### config.mk
export PLATFORM = sky130hd
export DESIGN_NAME = ssc_ctrl
export DESIGN_NICKNAME = d
export VERILOG_FILES = /design/src/ssc_pkg.sv /design/src/ssc_ctrl.sv
export SDC_FILE = /design/constraint.sdc
export NUM_CORES = 1
export LEC_CHECK = 0
export BUFFER_PORTS_ARGS = -buffer_cell sky130_fd_sc_hd__clkbuf_2
export CORE_UTILIZATION = 56
export CTS_CLUSTER_DIAMETER = 100
export DETAILED_ROUTE_END_ITERATION = 10
export PLACE_DENSITY = 0.95
export SLEW_MARGIN = 5
export SYNTH_ARGS = -nofsm -noshare
export SYNTH_HDL_FRONTEND = slang
export SYNTH_SLANG_ARGS = --single-unit
### constraint.sdc
create_clock -name CORE_CLK -period 10 [get_ports CORE_CLK]
set_clock_uncertainty 0.15 [all_clocks]
set_input_delay 1 -clock CORE_CLK [delete_from_list [all_inputs] [get_ports CORE_CLK]]
set_output_delay 1 -clock CORE_CLK [all_outputs]
set_load 0.02 [all_outputs]
### src/ssc_pkg.sv
// package: constants and carrier types for the stop mode standby controller
`default_nettype none
package ssc_pkg;
  localparam int unsigned CLK_MHZ = 200;
  localparam int unsigned CLK_OFF_MIN_US = 18;
  localparam int unsigned CLK_OFF_MAX_US = 105;
  // least time rounds up; the cycle count comes from the rate
  localparam int unsigned CLK_OFF_MIN_CYC = CLK_OFF_MIN_US * CLK_MHZ;
  localparam int unsigned CLK_OFF_MAX_CYC = CLK_OFF_MAX_US * CLK_MHZ;
  localparam int unsigned CNT_W = 16;
  localparam logic [3:0] WAIT_HOCO_VEC = 4'h7;
  localparam logic [3:0] WAIT_HOCO_NOVEC = 4'h1;
  localparam logic [3:0] WAIT_X1_VEC = 4'hA;
  localparam logic [3:0] WAIT_X1_NOVEC = 4'h4;
  // clock source codes
  localparam logic [2:0] SRC_HOCO = 3'h0;
  localparam logic [2:0] SRC_X1 = 3'h1;
  localparam logic [2:0] SRC_EXT = 3'h2;
  localparam logic [2:0] SRC_PLL = 3'h3;
  localparam logic [2:0] SRC_SUB = 3'h4;
  // wishbone register map, byte addresses
  localparam logic [3:0] ADR_CTRL = 4'h0;
  localparam logic [3:0] ADR_STAT = 4'h4;
  localparam logic [3:0] ADR_OSC_STAB_TIME_SELECT = 4'h8;
  // control register fields
  localparam int unsigned CTRL_PLL_STOP = 0;
  localparam int unsigned CTRL_WUT_CLK = 1;
  localparam int unsigned CTRL_WDT_EN = 2;
  localparam int unsigned CTRL_WDT_STBY = 3;
  localparam int unsigned CTRL_RTC_LP = 4;
  localparam int unsigned CTRL_BUZ_SUB = 5;
  localparam int unsigned CTRL_CONV_SNZ = 6;
  localparam int unsigned CTRL_SER_SNZ = 7;
  localparam logic [7:0] CTRL_RST = 8'h00;
  localparam logic [CNT_W-1:0] OSC_STAB_TIME_SELECT_RST = 16'h5000;

  typedef enum logic [2:0] {
    SSC_RUN = 3'b000,
    SSC_STOP = 3'b001,
    SSC_CLKOFF = 3'b011,
    SSC_WAIT = 3'b010,
    SSC_SNOOZE = 3'b110
  } ssc_state_t;

  // clock gates driven to the clock generator
  typedef struct packed {
    logic cpu_clk_en;
    logic hoco_en;
    logic x1_en;
    logic ext_en;
    logic pll_en;
    logic lowspeed_en;
  } ssc_clk_t;

  // peripheral enables while asleep
  typedef struct packed {
    logic buzzer_en;
    logic conv_wake_en;
    logic ser_ch0_wake_en;
    logic ser_other_en;
    logic two_wire_wake_en;
    logic latch_hold;
    logic auto_stop;
  } ssc_periph_t;
endpackage
`default_nettype wire

### src/ssc_ctrl.sv
// stop mode standby controller: sleep entry, clock gating, wake sequencing
`timescale 1ns/100ps
`default_nettype none
module ssc_ctrl (
  input wire logic CORE_CLK, // 200 MHz core clock
  input wire logic SYS_RST, // synchronous reset, active high
  input wire logic CLK_EN, // freezes all state while low
  input wire logic SLEEP_REQ, // sleep instruction executed, one-cycle pulse
  input wire logic [2:0] CPU_CLK_SRC, // current cpu clock source
  input wire logic IRQ_PENDING, // some unmasked interrupt is requesting
  input wire logic IRQ_ACK_EN, // cpu interrupt acknowledge enabled
  input wire logic SNOOZE_TRIG, // converter or serial channel 0 wake trigger
  input wire logic ADDR_MATCH, // two-wire unit own address match
  input wire logic [31:0] WB_ADR_I, // wishbone address
  input wire logic [31:0] WB_DAT_I, // wishbone write data
  input wire logic [3:0] WB_SEL_I, // wishbone byte selects
  input wire logic WB_WE_I, // wishbone write enable
  input wire logic WB_CYC_I, // wishbone cycle
  input wire logic WB_STB_I, // wishbone strobe
  output logic [31:0] WB_DAT_O, // wishbone read data
  output logic WB_ACK_O, // wishbone acknowledge
  output ssc_pkg::ssc_clk_t CLK_GATES, // oscillator and clock enables
  output ssc_pkg::ssc_periph_t PERIPH, // peripheral controls in sleep
  output logic SLEEPING, // any state but run: deep sleep, partial wake or wake sequence
  output logic RESUME_VEC, // pulse: take vectored interrupt
  output logic RESUME_NEXT // pulse: continue after sleep instruction
);
  ssc_pkg::ssc_state_t state_q;
  logic [7:0] ctrl_q;
  logic [ssc_pkg::CNT_W-1:0] osc_stab_time_select_q;
  logic [ssc_pkg::CNT_W-1:0] cnt_q;
  logic [ssc_pkg::CNT_W-1:0] off_len_q;
  logic [3:0] wait_q;
  logic vec_q;
  logic x1_q;
  logic entry_ok;
  logic wb_hit;

  function automatic logic main_src(input logic [2:0] s);
    main_src = (s == ssc_pkg::SRC_HOCO) || (s == ssc_pkg::SRC_X1) || (s == ssc_pkg::SRC_EXT);
  endfunction

  // pll must already be stopped, otherwise the clock source would be pll anyway
  assign entry_ok = main_src(CPU_CLK_SRC) && ctrl_q[ssc_pkg::CTRL_PLL_STOP];
  assign wb_hit = WB_CYC_I && WB_STB_I && !WB_ACK_O;

  // register bus; ack one cycle after request, dropped next cycle
  always_ff @(posedge CORE_CLK) begin
    if (SYS_RST) begin
      WB_ACK_O <= 1'b0;
      WB_DAT_O <= 32'h0000_0000;
      ctrl_q <= ssc_pkg::CTRL_RST;
      osc_stab_time_select_q <= ssc_pkg::OSC_STAB_TIME_SELECT_RST;
    end else if (CLK_EN) begin
      WB_ACK_O <= wb_hit;
      if (wb_hit) begin
        WB_DAT_O <= 32'h0000_0000;
        if (WB_ADR_I[3:0] == ssc_pkg::ADR_CTRL) begin
          if (WB_WE_I && WB_SEL_I[0]) begin
            ctrl_q <= WB_DAT_I[7:0];
          end
          WB_DAT_O <= {24'h00_0000, ctrl_q};
        end else if (WB_ADR_I[3:0] == ssc_pkg::ADR_STAT) begin
          WB_DAT_O <= {28'h000_0000, x1_q, state_q};
        end else if (WB_ADR_I[3:0] == ssc_pkg::ADR_OSC_STAB_TIME_SELECT) begin
          if (WB_WE_I && WB_SEL_I[0]) begin
            osc_stab_time_select_q[7:0] <= WB_DAT_I[7:0];
          end
          if (WB_WE_I && WB_SEL_I[1]) begin
            osc_stab_time_select_q[15:8] <= WB_DAT_I[15:8];
          end
          WB_DAT_O <= {16'h0000, osc_stab_time_select_q};
        end
      end
    end
  end

  // sleep sequencer
  always_ff @(posedge CORE_CLK) begin
    if (SYS_RST) begin
      state_q <= ssc_pkg::SSC_RUN;
      cnt_q <= '0;
      off_len_q <= '0;
      wait_q <= 4'h0;
      vec_q <= 1'b0;
      x1_q <= 1'b0;
      RESUME_VEC <= 1'b0;
      RESUME_NEXT <= 1'b0;
    end else if (CLK_EN) begin
      RESUME_VEC <= 1'b0;
      RESUME_NEXT <= 1'b0;
      case (state_q)
        ssc_pkg::SSC_RUN: begin
          if (SLEEP_REQ && entry_ok) begin
            x1_q <= (CPU_CLK_SRC == ssc_pkg::SRC_X1);
            // a pending interrupt goes straight to the release sequence
            state_q <= IRQ_PENDING ? ssc_pkg::SSC_CLKOFF : ssc_pkg::SSC_STOP;
            vec_q <= IRQ_ACK_EN;
            cnt_q <= '0;
            off_len_q <= ssc_pkg::CLK_OFF_MIN_CYC[ssc_pkg::CNT_W-1:0];
          end
        end
        ssc_pkg::SSC_STOP: begin
          if (IRQ_PENDING || ADDR_MATCH) begin
            state_q <= ssc_pkg::SSC_CLKOFF;
            vec_q <= IRQ_ACK_EN;
            cnt_q <= '0;
          end else if (SNOOZE_TRIG && (ctrl_q[ssc_pkg::CTRL_CONV_SNZ] || ctrl_q[ssc_pkg::CTRL_SER_SNZ])) begin
            state_q <= ssc_pkg::SSC_SNOOZE;
          end
        end
        ssc_pkg::SSC_SNOOZE: begin
          // unit work done without an interrupt drops back to sleep
          if (IRQ_PENDING) begin
            state_q <= ssc_pkg::SSC_CLKOFF;
            vec_q <= IRQ_ACK_EN;
            cnt_q <= '0;
          end else if (!SNOOZE_TRIG) begin
            state_q <= ssc_pkg::SSC_STOP;
          end
        end
        ssc_pkg::SSC_CLKOFF: begin
          cnt_q <= cnt_q + 1'b1;
          // crystal stretches to the stabilization setting when longer
          if (cnt_q + 1'b1 >= ((x1_q && osc_stab_time_select_q > off_len_q) ? osc_stab_time_select_q : off_len_q)) begin
            state_q <= ssc_pkg::SSC_WAIT;
            if (x1_q) begin
              wait_q <= vec_q ? ssc_pkg::WAIT_X1_VEC : ssc_pkg::WAIT_X1_NOVEC;
            end else begin
              wait_q <= vec_q ? ssc_pkg::WAIT_HOCO_VEC : ssc_pkg::WAIT_HOCO_NOVEC;
            end
          end
        end
        ssc_pkg::SSC_WAIT: begin
          wait_q <= wait_q - 1'b1;
          if (wait_q == 4'h1) begin
            state_q <= ssc_pkg::SSC_RUN;
            RESUME_VEC <= vec_q;
            RESUME_NEXT <= !vec_q;
          end
        end
        default: state_q <= ssc_pkg::SSC_RUN;
      endcase
    end
  end

  // clock gates and peripheral controls, registered
  always_ff @(posedge CORE_CLK) begin
    if (SYS_RST) begin
      CLK_GATES <= '{cpu_clk_en: 1'b1, hoco_en: 1'b1, x1_en: 1'b1, ext_en: 1'b1, pll_en: 1'b1, lowspeed_en: 1'b1};
      PERIPH <= '0;
      SLEEPING <= 1'b0;
    end else if (CLK_EN) begin
      SLEEPING <= (state_q != ssc_pkg::SSC_RUN);
      CLK_GATES.cpu_clk_en <= (state_q == ssc_pkg::SSC_RUN);
      CLK_GATES.hoco_en <= (state_q == ssc_pkg::SSC_RUN) || (state_q == ssc_pkg::SSC_SNOOZE)
                           || (state_q == ssc_pkg::SSC_WAIT);
      CLK_GATES.x1_en <= (state_q == ssc_pkg::SSC_RUN) || (x1_q && state_q != ssc_pkg::SSC_STOP
                           && state_q != ssc_pkg::SSC_SNOOZE);
      CLK_GATES.ext_en <= (state_q == ssc_pkg::SSC_RUN) || (state_q == ssc_pkg::SSC_WAIT);
      CLK_GATES.pll_en <= (state_q == ssc_pkg::SSC_RUN) && !ctrl_q[ssc_pkg::CTRL_PLL_STOP];
      // subsystem clock untouched here: no gate for it leaves it as configured
      CLK_GATES.lowspeed_en <= (state_q == ssc_pkg::SSC_RUN) || ctrl_q[ssc_pkg::CTRL_WUT_CLK]
                               || (ctrl_q[ssc_pkg::CTRL_WDT_EN] && ctrl_q[ssc_pkg::CTRL_WDT_STBY]);
      PERIPH.latch_hold <= (state_q != ssc_pkg::SSC_RUN);
      PERIPH.auto_stop <= (state_q != ssc_pkg::SSC_RUN);
      PERIPH.buzzer_en <= (state_q == ssc_pkg::SSC_RUN)
                          || (ctrl_q[ssc_pkg::CTRL_BUZ_SUB] && !ctrl_q[ssc_pkg::CTRL_RTC_LP]);
      PERIPH.conv_wake_en <= (state_q != ssc_pkg::SSC_RUN) && ctrl_q[ssc_pkg::CTRL_CONV_SNZ];
      PERIPH.ser_ch0_wake_en <= (state_q != ssc_pkg::SSC_RUN) && ctrl_q[ssc_pkg::CTRL_SER_SNZ];
      PERIPH.ser_other_en <= (state_q == ssc_pkg::SSC_RUN);
      PERIPH.two_wire_wake_en <= (state_q == ssc_pkg::SSC_STOP);
    end
  end

  a_wait_to_resume: assert property (@(posedge CORE_CLK) disable iff (SYS_RST)
    (CLK_EN && state_q == ssc_pkg::SSC_WAIT && wait_q == 4'h1) |=> (RESUME_VEC != RESUME_NEXT))
    else $error("resume pulse missing after wait");
  a_no_pll_entry: assert property (@(posedge CORE_CLK) disable iff (SYS_RST)
    (CLK_EN && state_q == ssc_pkg::SSC_RUN && SLEEP_REQ && CPU_CLK_SRC == ssc_pkg::SRC_PLL)
    |=> state_q == ssc_pkg::SSC_RUN)
    else $error("sleep entered from pll clock");
  a_sleep_entry: assert property (@(posedge CORE_CLK) disable iff (SYS_RST)
    (CLK_EN && state_q == ssc_pkg::SSC_RUN && SLEEP_REQ && entry_ok && !IRQ_PENDING)
    |=> state_q == ssc_pkg::SSC_STOP)
    else $error("sleep request not taken");
  a_pending_exit: assert property (@(posedge CORE_CLK) disable iff (SYS_RST)
    (CLK_EN && state_q == ssc_pkg::SSC_RUN && SLEEP_REQ && entry_ok && IRQ_PENDING)
    |=> state_q == ssc_pkg::SSC_CLKOFF)
    else $error("pending interrupt did not release");
  a_cpu_gated: assert property (@(posedge CORE_CLK) disable iff (SYS_RST)
    (CLK_EN && state_q == ssc_pkg::SSC_STOP) |=> !CLK_GATES.cpu_clk_en && !CLK_GATES.pll_en)
    else $error("cpu clock running in sleep");
  a_irq_wakes: assert property (@(posedge CORE_CLK) disable iff (SYS_RST)
    (CLK_EN && state_q == ssc_pkg::SSC_STOP && IRQ_PENDING) |=> state_q == ssc_pkg::SSC_CLKOFF)
    else $error("interrupt did not end sleep");
  a_latch_hold: assert property (@(posedge CORE_CLK) disable iff (SYS_RST)
    (CLK_EN && state_q == ssc_pkg::SSC_STOP) |=> PERIPH.latch_hold)
    else $error("latches not held in sleep");
  a_lowspeed_stop: assert property (@(posedge CORE_CLK) disable iff (SYS_RST)
    (CLK_EN && state_q == ssc_pkg::SSC_STOP && !ctrl_q[ssc_pkg::CTRL_WUT_CLK] && !ctrl_q[ssc_pkg::CTRL_WDT_EN])
    |=> !CLK_GATES.lowspeed_en)
    else $error("low-speed oscillator not stopped");
  a_hoco_clkoff: assert property (@(posedge CORE_CLK) disable iff (SYS_RST)
    (CLK_EN && state_q == ssc_pkg::SSC_CLKOFF && !x1_q && cnt_q == '0)
    |=> state_q == ssc_pkg::SSC_CLKOFF)
    else $error("clock-off interval too short");

  // sleep state: oscillators, peripherals, wake sources
  a_sub_refused: assert property (@(posedge CORE_CLK) disable iff (SYS_RST)
    (CLK_EN && state_q == ssc_pkg::SSC_RUN && SLEEP_REQ && CPU_CLK_SRC == ssc_pkg::SRC_SUB)
    |=> state_q == ssc_pkg::SSC_RUN)
    else $error("sleep entered from subsystem clock");
  a_osc_stopped: assert property (@(posedge CORE_CLK) disable iff (SYS_RST)
    (CLK_EN && state_q == ssc_pkg::SSC_STOP)
    |=> !CLK_GATES.hoco_en && !CLK_GATES.x1_en && !CLK_GATES.ext_en)
    else $error("main oscillator running in sleep");
  a_lowspeed_run: assert property (@(posedge CORE_CLK) disable iff (SYS_RST)
    (CLK_EN && state_q == ssc_pkg::SSC_STOP && ctrl_q[ssc_pkg::CTRL_WUT_CLK])
    |=> CLK_GATES.lowspeed_en)
    else $error("low-speed oscillator stopped under wake timer");
  a_buzzer_off: assert property (@(posedge CORE_CLK) disable iff (SYS_RST)
    (CLK_EN && state_q != ssc_pkg::SSC_RUN && !(ctrl_q[ssc_pkg::CTRL_BUZ_SUB] && !ctrl_q[ssc_pkg::CTRL_RTC_LP]))
    |=> !PERIPH.buzzer_en)
    else $error("buzzer running in sleep");
  a_snooze_entry: assert property (@(posedge CORE_CLK) disable iff (SYS_RST)
    (CLK_EN && state_q == ssc_pkg::SSC_STOP && !IRQ_PENDING && !ADDR_MATCH && SNOOZE_TRIG
     && ctrl_q[ssc_pkg::CTRL_CONV_SNZ]) |=> state_q == ssc_pkg::SSC_SNOOZE)
    else $error("converter trigger did not enter partial wake");
  a_snooze_return: assert property (@(posedge CORE_CLK) disable iff (SYS_RST)
    (CLK_EN && state_q == ssc_pkg::SSC_SNOOZE && !IRQ_PENDING && !SNOOZE_TRIG)
    |=> state_q == ssc_pkg::SSC_STOP)
    else $error("partial wake did not fall back to sleep");
  a_serial_others: assert property (@(posedge CORE_CLK) disable iff (SYS_RST)
    (CLK_EN && state_q != ssc_pkg::SSC_RUN)
    |=> !PERIPH.ser_other_en)
    else $error("other serial channels enabled in sleep");
  a_match_wakes: assert property (@(posedge CORE_CLK) disable iff (SYS_RST)
    (CLK_EN && state_q == ssc_pkg::SSC_STOP && ADDR_MATCH)
    |=> state_q == ssc_pkg::SSC_CLKOFF)
    else $error("address match did not end sleep");
  a_two_wire_armed: assert property (@(posedge CORE_CLK) disable iff (SYS_RST)
    (CLK_EN && state_q == ssc_pkg::SSC_STOP)
    |=> PERIPH.two_wire_wake_en)
    else $error("two-wire wake not armed in sleep");
  a_auto_stop: assert property (@(posedge CORE_CLK) disable iff (SYS_RST)
    (CLK_EN && state_q != ssc_pkg::SSC_RUN)
    |=> PERIPH.auto_stop)
    else $error("stopped functions not halted in sleep");

  // wake timing and reset release
  a_vec_resume: assert property (@(posedge CORE_CLK) disable iff (SYS_RST)
    (CLK_EN && state_q == ssc_pkg::SSC_WAIT && wait_q == 4'h1 && vec_q)
    |=> RESUME_VEC && state_q == ssc_pkg::SSC_RUN)
    else $error("vectored resume missing");
  a_next_resume: assert property (@(posedge CORE_CLK) disable iff (SYS_RST)
    (CLK_EN && state_q == ssc_pkg::SSC_WAIT && wait_q == 4'h1 && !vec_q)
    |=> RESUME_NEXT && !RESUME_VEC)
    else $error("resume after sleep instruction missing");
  a_hoco_wait: assert property (@(posedge CORE_CLK) disable iff (SYS_RST)
    (state_q == ssc_pkg::SSC_CLKOFF) ##1 (state_q == ssc_pkg::SSC_WAIT && !x1_q && vec_q)
    |-> wait_q == ssc_pkg::WAIT_HOCO_VEC)
    else $error("internal oscillator wait count wrong");
  a_x1_wait: assert property (@(posedge CORE_CLK) disable iff (SYS_RST)
    (state_q == ssc_pkg::SSC_CLKOFF) ##1 (state_q == ssc_pkg::SSC_WAIT && x1_q && !vec_q)
    |-> wait_q == ssc_pkg::WAIT_X1_NOVEC)
    else $error("crystal wait count wrong");
  a_min_clkoff: assert property (@(posedge CORE_CLK) disable iff (SYS_RST)
    (state_q == ssc_pkg::SSC_CLKOFF && {1'b0, cnt_q} + 17'h00001 < {1'b0, off_len_q})
    |=> state_q == ssc_pkg::SSC_CLKOFF)
    else $error("clock-off ended before the minimum");
  a_x1_clkoff: assert property (@(posedge CORE_CLK) disable iff (SYS_RST)
    (state_q == ssc_pkg::SSC_CLKOFF && x1_q && {1'b0, cnt_q} + 17'h00001 < {1'b0, osc_stab_time_select_q})
    |=> state_q == ssc_pkg::SSC_CLKOFF)
    else $error("crystal clock-off shorter than stabilization");
  a_reset_run: assert property (@(posedge CORE_CLK)
    SYS_RST
    |=> state_q == ssc_pkg::SSC_RUN && !SLEEPING && CLK_GATES.cpu_clk_en)
    else $error("reset did not end sleep");
endmodule
`default_nettype wire

==> results of run 1 <==
metrics by stage:
step	util, %	setup WS (ns)	total power, mW	std cells
finish	65.4	5.96	0.610	684
CTS	65.4	6.00	0.610	684
global placement	62.8	6.18	0.374	668
detailed placement	62.8	6.05	0.375	668
floorplan	-	6.66	0.364	545
global route	65.4	5.62	0.624	684
synth_stat cells, types with 2 or more instances:
library cell  instances
o22ai_1               5
xor2_1                7
clkbuf_1             18
nand3_4               2
nand2_1              46
inv_2                 3
nand3_1              16
a311oi_1              4
a22oi_1              12
inv_1                11
nor3b_1               4
a211oi_1              4
o211ai_1              2
a21o_1                2
o21ai_0              16
or4_1                 3
buf_1                 2
buf_4                19
o21a_1                2
nor2_1               73
dfxtp_1              81
buf_2                 6
o21ai_1              11
nor3_1               16
a31oi_1               4
ha_1                 24
nor4_4                2
xnor2_1               7
nand2b_1              3
nor2b_1               5
a222oi_1              4
and3_1                9
nor4_1                6
mux2i_1              27
o31ai_1               3
a21oi_1              49
or3_1                 5
cells by family (layout without fill, tap and decap cells):
| family | after synthesis | in the layout |
|---|---|---|
| other | 1 | 16 |
| DFF | 81 | 81 |
| xor gates and xnor gates | 14 | 14 |
| AOI/OAI and AO/OA | 126 | 126 |
| muxes | 27 | 27 |
| buffers and inverters | 59 | 99 |
| adders and majority gates | 24 | 24 |
| and+or+nand+nor | 198 | 198 |
power groups by stage:
stage / logic (mW) / clock network, mW / registers, mW
detailed placement: 0.0405 / 0 / 0.335
CTS: 0.0406 / 0.242 / 0.327
floorplan: 0.0259 / 0 / 0.338
global placement: 0.0393 / 0 / 0.335
finish: 0.0409 / 0.242 / 0.327
global route: 0.0440 / 0.253 / 0.328
sequential cells by signal, summed over array words and instances (netlist names), 3 cells and up:
name and count:
CLK_GATES 6, PERIPH 5, WB_DAT_O 16, cnt_q 16, ctrl_q 8, osc_stab_time_select_q 16
state_q 3, wait_q 4
worst reg2reg max path: stages, from the launching register on:
cell and delay [ns]:
dfxtp_1 0.34, inv_1 0.10, ha_1 0.32, and4b_1 0.20, nand3_1 0.11, o211ai_1 0.10, a31oi_1 0.77, nand2_1 0.14
ha_1 0.34, a211oi_1 0.24, o21ai_1 0.10, a21oi_1 0.19, o21ai_1 0.25, or4_1 0.46, a31oi_1 0.16
metal layers:
metal	share of wire, %	GRT usage [%]	vias up
met3	6.4	5.89	37
li1	-	-	1966
met1	42	32.8	1948
met4	3.2	12.2	0
met5	0	0	-
met2	48	45.1	189
cell type report:
type / instances / area (sq um)
clock buffer: 9 / 124
clock inverter: 7 / 67.6
fill: 585 / 2570
inverter: 14 / 52.6
multi-input combinational: 405 / 2500
sequential: 81 / 1620
tap: 99 / 124
timing repair buffer: 69 / 348
how the worst max path moves through the flow:
stage | startpoint | end | slack [ns] | cells after the start
3_3_place_gp | off_len_q[4] | state_q[0] | 6.18 | 15
2_1_floorplan | off_len_q[4] | state_q[0] | 6.66 | 15
4_1_cts | off_len_q[4] | state_q[0] | 6.00 | 14
6_report | off_len_q[4] | state_q[0] | 5.96 | 14
3_5_place_dp | off_len_q[4] | state_q[0] | 6.05 | 15
5_1_grt | off_len_q[4] | state_q[0] | 5.62 | 15
==> flow_summary.json, run 1 <==
{
  "power_density_nw_per_um2": 126,
  "crit_chain": "inv_1 -> ha_1 -> and4b_1 -> nand3_1 -> o211ai_1 -> a31oi_1 -> nand2_1 -> ha_1 -> a211oi_1 -> o21ai_1 -> a21oi_1 -> o21ai_1 -> or4_1 -> a31oi_1",
  "ys_ff_latch": 81,
  "cts_setup_buffers": 0,
  "arrival_ns": 4.20,
  "pwr-share-clk_pct": 39.6,
  "final_nets": 686,
  "start_kind": "flip-flop",
  "die_area_sq_um": 8160,
  "finalSetupViolCount": 0,
  "synth_adder_area_share_pct": 6.87,
  "postCtsHoldBufs": 0,
  "worst-path-max-fanout": 13,
  "switching_share_pct": 28.6,
  "peakVddDrop_uv": 119,
  "critPathCaptureType": "flip-flop",
  "drt_iter0_drc": 357,
  "slew-limit-headroom_pct": 31.2,
  "post_cts_resized": 0,
  "ctsRootBufferMaster": "clkbuf_8",
  "critPathRequiredTime_ns": 10.16,
  "cp_top_family": "compound AO/OA/AOI/OAI gates",
  "leakagePower_nw": 2.12,
  "maxCapViolCount": 0,
  "fin_crit_ns": 4.04,
  "holdPathEnd": "RESUME_NEXT",
  "p_int_mw": 0.435,
  "reg2reg_depth": 14,
  "place_congestion": 0.908,
  "worst-path-buf-inv": 1,
  "path_clk_slew_ns": 0.10,
  "ys_types": 54,
  "n_antenna_cell": 0,
  "r2r_start": "off_len_q[4]",
  "tritoncts.num_buffers": 9,
  "hold_ws_ns": 0.318,
  "place_area_sq_um": 4650,
  "fin_crit_sh_pct": 40.4,
  "final_area_sq_um": 4840,
  "min_from": "RESUME_NEXT",
  "worst_pin_slew_ns": 1.03,
  "row_count": 31,
  "vias": 4140,
  "hold_path_class": "flip-flop to flip-flop",
  "combPwrFrac_pct": 6.7,
  "cp_slowest_cell": "a31oi_1",
  "syn_inst": 530,
  "rsz0062_at_grt": "false",
  "drc": 0,
  "tns_ns": 0,
  "cp_slowest_stage_delay_ns": 0.77,
  "wl_per_cell_um": 15.5,
  "finalMaxSlewViolations": 0,
  "dp_hpwl_um": 7760,
  "power.share.sequential_pct": 53.7,
  "avgViaCountPerCell": 6.05,
  "layout-drive-gt1-share_pct": 16.1,
  "cts.path.max_buffers": 2,
  "p_sw_mw": 0.174,
  "firstDrtPassIters": 5,
  "critPathKind": "flip-flop to flip-flop",
  "status": "finished, final reports clean",
  "synthFlopType": "dfxtp_1",
  "htreeDepth": 3,
  "synth_edf_count": 0,
  "detail_route.wirelength_um": 10600,
  "timing.final.hold_violations": 0,
  "synthMuxAreaShare_pct": 6.18,
  "antenna_found_initial": 0,
  "start_util_pct": 59.0,
  "final_cell_mix": "dfxtp_1 (81), nor2_1 (73), clkbuf_2 (68)",
  "yosys_warnings": 0,
  "cts_sinks": 81,
  "layout_commonest_cell": "dfxtp_1",
  "synth-xor-area-share_pct": 2.81,
  "ys_seq_area_share_pct": 37.1,
  "grt_use_total_pct": 26.8,
  "synth_compound_area_share_pct": 17.7,
  "holdPathStages": 2,
  "die_h_um": 90.3,
  "grt_pass1_wl_um": 17500,
  "fmax_ghz": 0.247,
  "grt_remaining_overflow": 0,
  "synth.avg_cell_area_sq_um": 8.25,
  "synth-simple-area-share_pct": 22.4,
  "yosysTopAreaCell": "dfxtp_1",
  "grt_pass1_vias": 3740,
  "grt_max_degree": 78,
  "synth_top_family_by_area": "simple AND/OR/NAND/NOR gates",
  "core_region_area_sq_um": 7410,
  "portBuffers": 68,
  "yosysTopAreaCellShare_pct": 37.1,
  "synth_area_sq_um": 4370,
  "ant_nets": 0,
  "fp.dieW_um": 90.3,
  "rrSetupSlack_ns": 5.96,
  "clock_latency_ns": 0.38,
  "async_flop_share_pct": 0,
  "r2r_end": "state_q[0]",
  "syn2layout_area_growth_pct": 10.8,
  "cts_tree": "done",
  "ios": 131,
  "synth_area_leaders": "dfxtp_1 (37%), ha_1 (6.9%), nor2_1 (6.3%)"
}
(Power assumes the default switching activity.)
==> run 2, diff against run 1 <==
CORE_UTILIZATION = 52   (was 56)
PLACE_DENSITY = 0.89   (was 0.95)
clock period = 4 ns   (was 10 ns; I/O delays follow)
==> run 2 against run 1 <==
Flip-flop and latch count stayed put. Core utilization is 5.6 points lower. Clock power grew to 2.6 times the previous value. Via count is 0.89% higher. Critical path type unchanged. Critical endpoint unchanged. Largest power group unchanged.
==> flow_summary.json, run 2 (synthesis gave the netlist of run 1 again) <==
{
  "rsz0062_at_grt": "false",
  "fillCellCount": 691,
  "clock_latency_ns": 0.36,
  "vias": 4177,
  "wl_per_cell_um": 15.7,
  "dp_hpwl_um": 7730,
  "postCtsHoldBufs": 0,
  "grt_use_total_pct": 25.1,
  "arrival_ns": 3.71,
  "layout-drive-gt1-share_pct": 16.7,
  "final_cell_mix": "dfxtp_1 (81), nor2_1 (72), clkbuf_2 (68)",
  "grt_max_degree": 48,
  "critPathCaptureType": "flip-flop",
  "finalSetupViolCount": 0,
  "fin_crit_ns": 3.57,
  "cts_tree": "done",
  "worst-path-max-fanout": 13,
  "fin_crit_sh_pct": 89.3,
  "fp.dieW_um": 93.7,
  "fmax_ghz": 0.280,
  "portBuffers": 68,
  "slew-limit-headroom_pct": 31.8,
  "cts_setup_buffers": 0,
  "antenna_found_initial": 0,
  "peakVddDrop_uv": 226,
  "cts_sinks": 81,
  "post_cts_resized": 0,
  "ctsRootBufferMaster": "clkbuf_8",
  "leakagePower_nw": 2.14,
  "path_clk_slew_ns": 0.10,
  "hold_path_class": "input port to flip-flop",
  "die_h_um": 93.7,
  "power_density_nw_per_um2": 319,
  "reg_top3": "WB_DAT_O: 16 flops, cnt_q: 16 flops, osc_stab_time_select_q: 16 flops",
  "critPathKind": "flip-flop to flip-flop",
  "status": "finished, final reports clean",
  "avgViaCountPerCell": 6.04,
  "htreeDepth": 3,
  "tritoncts.num_buffers": 9,
  "grt_pass1_vias": 3669,
  "place_congestion": 0.896,
  "core_region_area_sq_um": 8180,
  "grt_pass1_wl_um": 17300,
  "syn2layout_area_growth_pct": 11.9,
  "die_area_sq_um": 8780,
  "post-place-ws_ns": 0.365,
  "maxCapViolCount": 0,
  "start_util_pct": 53.5,
  "firstDrtPassIters": 7,
  "worst_pin_slew_ns": 1.02,
  "worst_slack_ns": 0.430,
  "drc": 0,
  "finalMaxSlewViolations": 0,
  "detail_route.wirelength_um": 10800,
  "critPathRequiredTime_ns": 4.14,
  "row_count": 33,
  "tns_ns": 0,
  "n_antenna_cell": 0,
  "start_kind": "flip-flop",
  "ios": 131,
  "cts.path.max_buffers": 2,
  "final_nets": 688,
  "timing.final.hold_violations": 0,
  "grt_remaining_overflow": 0,
  "ant_nets": 0,
  "layout_commonest_cell": "dfxtp_1",
  "drt_iter0_drc": 268
}
## run 2: cell types whose count changed in the layout (fill, tap and decap cells not counted), sizes merged
cell      previous run  this run
buf                  1         3
clkinvlp             1         0
bufinv               0         1
inv                 20        18
clkinv               0         2
## run 2: routing by layer
layer / share of wire (%) / track usage [%] / wire (um) / vias to the layer above
met5: 0 / 0 / 0 / -
met4: 2.9 / 10.1 / 315 / 0
li1: - / - / - / 1965
met1: 42 / 32.8 / 4590 / 1966
met3: 6.9 / 4.77 / 747 / 36
met2: 48 / 40.6 / 5190 / 210
## run 2: final cells by class
| class | count | area, sq um | share of cell area, % |
|---|---|---|---|
| clock inverter | 7 | 85.1 | 1.74 |
| timing repair buffer | 71 | 363 | 7.42 |
| sequential | 81 | 1620 | 33.2 |
| tap | 105 | 131 | 2.69 |
| clock buffer | 9 | 124 | 2.53 |
| inverter | 14 | 52.6 | 1.07 |
| multi-input combinational | 405 | 2510 | 51.4 |
## run 2: power by group
group          switching, mW  leakage (nW)  internal, mW  total [mW]
sequential           0.00503         0.655         0.814       0.819
clock                  0.338         0.107         0.302       0.639
combinational         0.0723          1.38        0.0299       0.102
## run 2: worst paths after layout
| path | startpoint | end | slack, ns | cells past startpoint |
|---|---|---|---|---|
| worst max register to register | osc_stab_time_select_q[4] | state_q[0] | 0.43 | 16 |
| worst min register to register | CLK_GATES[5] | CLK_GATES[5] | 0.30 | 2 |
| worst min-delay path | WB_DAT_I[12] | osc_stab_time_select_q[12] | 0.11 | 3 |
| worst max-delay path | osc_stab_time_select_q[4] | state_q[0] | 0.43 | 16 |
## run 2: worst max-delay path, cell delays in order, from the launching register on
cell and delay, ns:
dfxtp_1 0.44, inv_1 0.08, ha_1 0.28, nor4b_1 0.21, nand3_1 0.14, o211ai_1 0.14, a31oi_1 0.10, buf_4 0.20
nor2_2 0.15, a21oi_1 0.09, ha_1 0.32, a21oi_1 0.14, o21ai_0 0.10, a21oi_1 0.19, o21ai_2 0.16, or4_1 0.43
a31oi_1 0.17
## run 2: through the flow
| step | std cells | power, mW | utilization [%] | cell area (sq um) | hold slack, ns |
|---|---|---|---|---|---|
| 2_1_floorplan | 545 | 0.911 | - | 4430 | 0.315 |
| 3_3_place_gp | 676 | 0.936 | 57.2 | 4670 | 0.292 |
| 3_5_place_dp | 676 | 0.938 | 57.2 | 4670 | 0.294 |
| 4_1_cts | 692 | 1.57 | 59.7 | 4880 | 0.0974 |
| 5_1_grt | 692 | 1.61 | 59.8 | 4890 | 0.115 |
| 6_report | 692 | 1.56 | 59.8 | 4890 | 0.112 |
==> run 3, diff against run 2 <==
CELL_PAD_IN_SITES_DETAIL_PLACEMENT = 1   (was not set)
CELL_PAD_IN_SITES_GLOBAL_PLACEMENT = 2   (was not set)
CORE_UTILIZATION = 29   (was 52)
PLACE_DENSITY = 0.88   (was 0.89)
==> run 3 against run 2 <==
The run now ends with design-rule violations left. Hold slack improved by 0.0039 ns. Power rose by 11%. Fmax fell by 1.6%. Setup slack got worse by 0.057 ns. Flip-flop and latch count did not move. Highest routed layer unchanged.
==> flow_summary.json, run 3 (synthesis gave the netlist of run 1 again) <==
{
  "arrival_ns": 3.73,
  "critPathRequiredTime_ns": 4.10,
  "detail_route.wirelength_um": 12900,
  "tritoncts.num_buffers": 9,
  "die_h_um": 125,
  "reg2reg_depth": 15,
  "worst-path-max-fanout": 13,
  "ios": 131,
  "path_clk_slew_ns": 0.07,
  "fin_cells": 774,
  "antenna_found_initial": 0,
  "fin_crit_ns": 3.63,
  "leakagePower_nw": 2.19,
  "maxCapViolCount": 0,
  "firstDrtPassIters": 7,
  "ctsRootBufferMaster": "clkbuf_16",
  "hold_path_class": "input port to flip-flop",
  "grt_pass1_wl_um": 21100,
  "grt_use_total_pct": 17.2,
  "holdPathStages": 3,
  "final_nets": 691,
  "dp_hpwl_um": 9590,
  "cts_sinks": 81,
  "slew-limit-headroom_pct": 40.1,
  "start_util_pct": 29.8,
  "final_cell_mix": "dfxtp_1 (81), nor2_1 (73), clkbuf_2 (68)",
  "critPathCaptureType": "flip-flop",
  "violations": "design-rule violations",
  "start_kind": "flip-flop",
  "place_congestion": 0.806,
  "fmax_ghz": 0.276,
  "finalMaxSlewViolations": 0,
  "critPathKind": "flip-flop to flip-flop",
  "grt_remaining_overflow": 0,
  "worst_pin_slew_ns": 0.898,
  "peakVddDrop_uv": 295,
  "die_area_sq_um": 15600,
  "wl_per_cell_um": 16.6,
  "clock_latency_ns": 0.35,
  "timing.final.hold_violations": 0,
  "ant_nets": 0,
  "grt_max_degree": 42,
  "fp.dieW_um": 125,
  "status": "complete, but fails checks",
  "cts_tree": "done",
  "rsz0062_at_grt": "false",
  "htreeDepth": 3,
  "layout-drive-gt1-share_pct": 16.8,
  "row_count": 44,
  "syn2layout_area_growth_pct": 16.2,
  "fin_crit_sh_pct": 90.7,
  "post_cts_resized": 0,
  "avgViaCountPerCell": 5.25,
  "drt_iter0_drc": 302,
  "cts_setup_buffers": 0,
  "grt_pass1_vias": 4075,
  "tns_ns": 0,
  "reg_top3": "WB_DAT_O: 16 flops, cnt_q: 16 flops, osc_stab_time_select_q: 16 flops",
  "dp_cells": 758,
  "core_region_area_sq_um": 14600,
  "drc": 4,
  "layout_commonest_cell": "dfxtp_1",
  "portBuffers": 68,
  "vias": 4062,
  "power_density_nw_per_um2": 342,
  "finalSetupViolCount": 0,
  "cts.path.max_buffers": 2,
  "fillCellCount": 1788,
  "postCtsHoldBufs": 0,
  "n_antenna_cell": 0
}
run 3: cell count changes in the layout (fill, tap and decap cells not counted), moves of 2 or more:
cell       previous run  this run
clkinv_4              2         0
buf_4                 3         6
clkbuf_16             0         9
clkbuf_8              9         0
run 3: final cells by class:
cell class              instances  area [sq um]  area share, %
inverters                      14          52.6           1.03
clock inverters                 7          58.8           1.16
repair buffers                 74           385           7.59
well taps                     184           230           4.53
flip-flops and latches         81          1620           31.9
clock buffers                   9           225           4.43
multi-input cells             405          2500           49.3
run 3: final timing paths:
kind,start,to,slack (ns)
worst min-delay path,WB_DAT_I[12],osc_stab_time_select_q[12],0.12
worst min register to register,CLK_GATES[5],CLK_GATES[5],0.31
worst max register to register,off_len_q[4],state_q[0],0.37
worst max-delay path,off_len_q[4],state_q[0],0.37
run 3: per-layer routing:
layer | track usage [%] | vias to the layer above | part of all wire, %
li1 | - | 1983 | -
met1 | 21.5 | 1961 | 45
met2 | 28.2 | 103 | 48
met3 | 3.91 | 15 | 4.6
met4 | 7.33 | 0 | 2.0
met5 | 0 | - | 0
run 3: worst max-delay path: stages (launching register included):
cell,delay (ns)
dfxtp_1,0.33
inv_1,0.10
ha_1,0.33
and4b_1,0.20
nand3_1,0.10
o211ai_1,0.10
a31oi_1,0.17
buf_4,0.20
nand2_1,0.08
ha_1,0.30
a211oi_1,0.25
o21ai_1,0.10
a21oi_1,0.22
o21ai_1,0.27
or4_1,0.47
a31oi_1,0.16
run 3: through the flow:
step / instance area [sq um] / power, mW / hold slack, ns / util (%) / worst slack, ns
CTS: 5080 / 1.76 / 0.104 / 34.7 / 0.391
global route: 5080 / 1.80 / 0.105 / 34.7 / 0.0113
detailed placement: 4790 / 0.943 / 0.305 / 32.7 / 0.439
floorplan: 4430 / 0.911 / 0.315 / - / 0.660
global placement: 4790 / 0.941 / 0.293 / 32.7 / 0.511
finish: 5080 / 1.74 / 0.115 / 34.7 / 0.372
run 3: report_power, final:
part	switching [mW]	total, mW	internal, mW	leakage, nW
registers	0.00477	0.819	0.814	0.655
clock network	0.379	0.812	0.433	0.139
logic	0.0758	0.106	0.0306	1.40
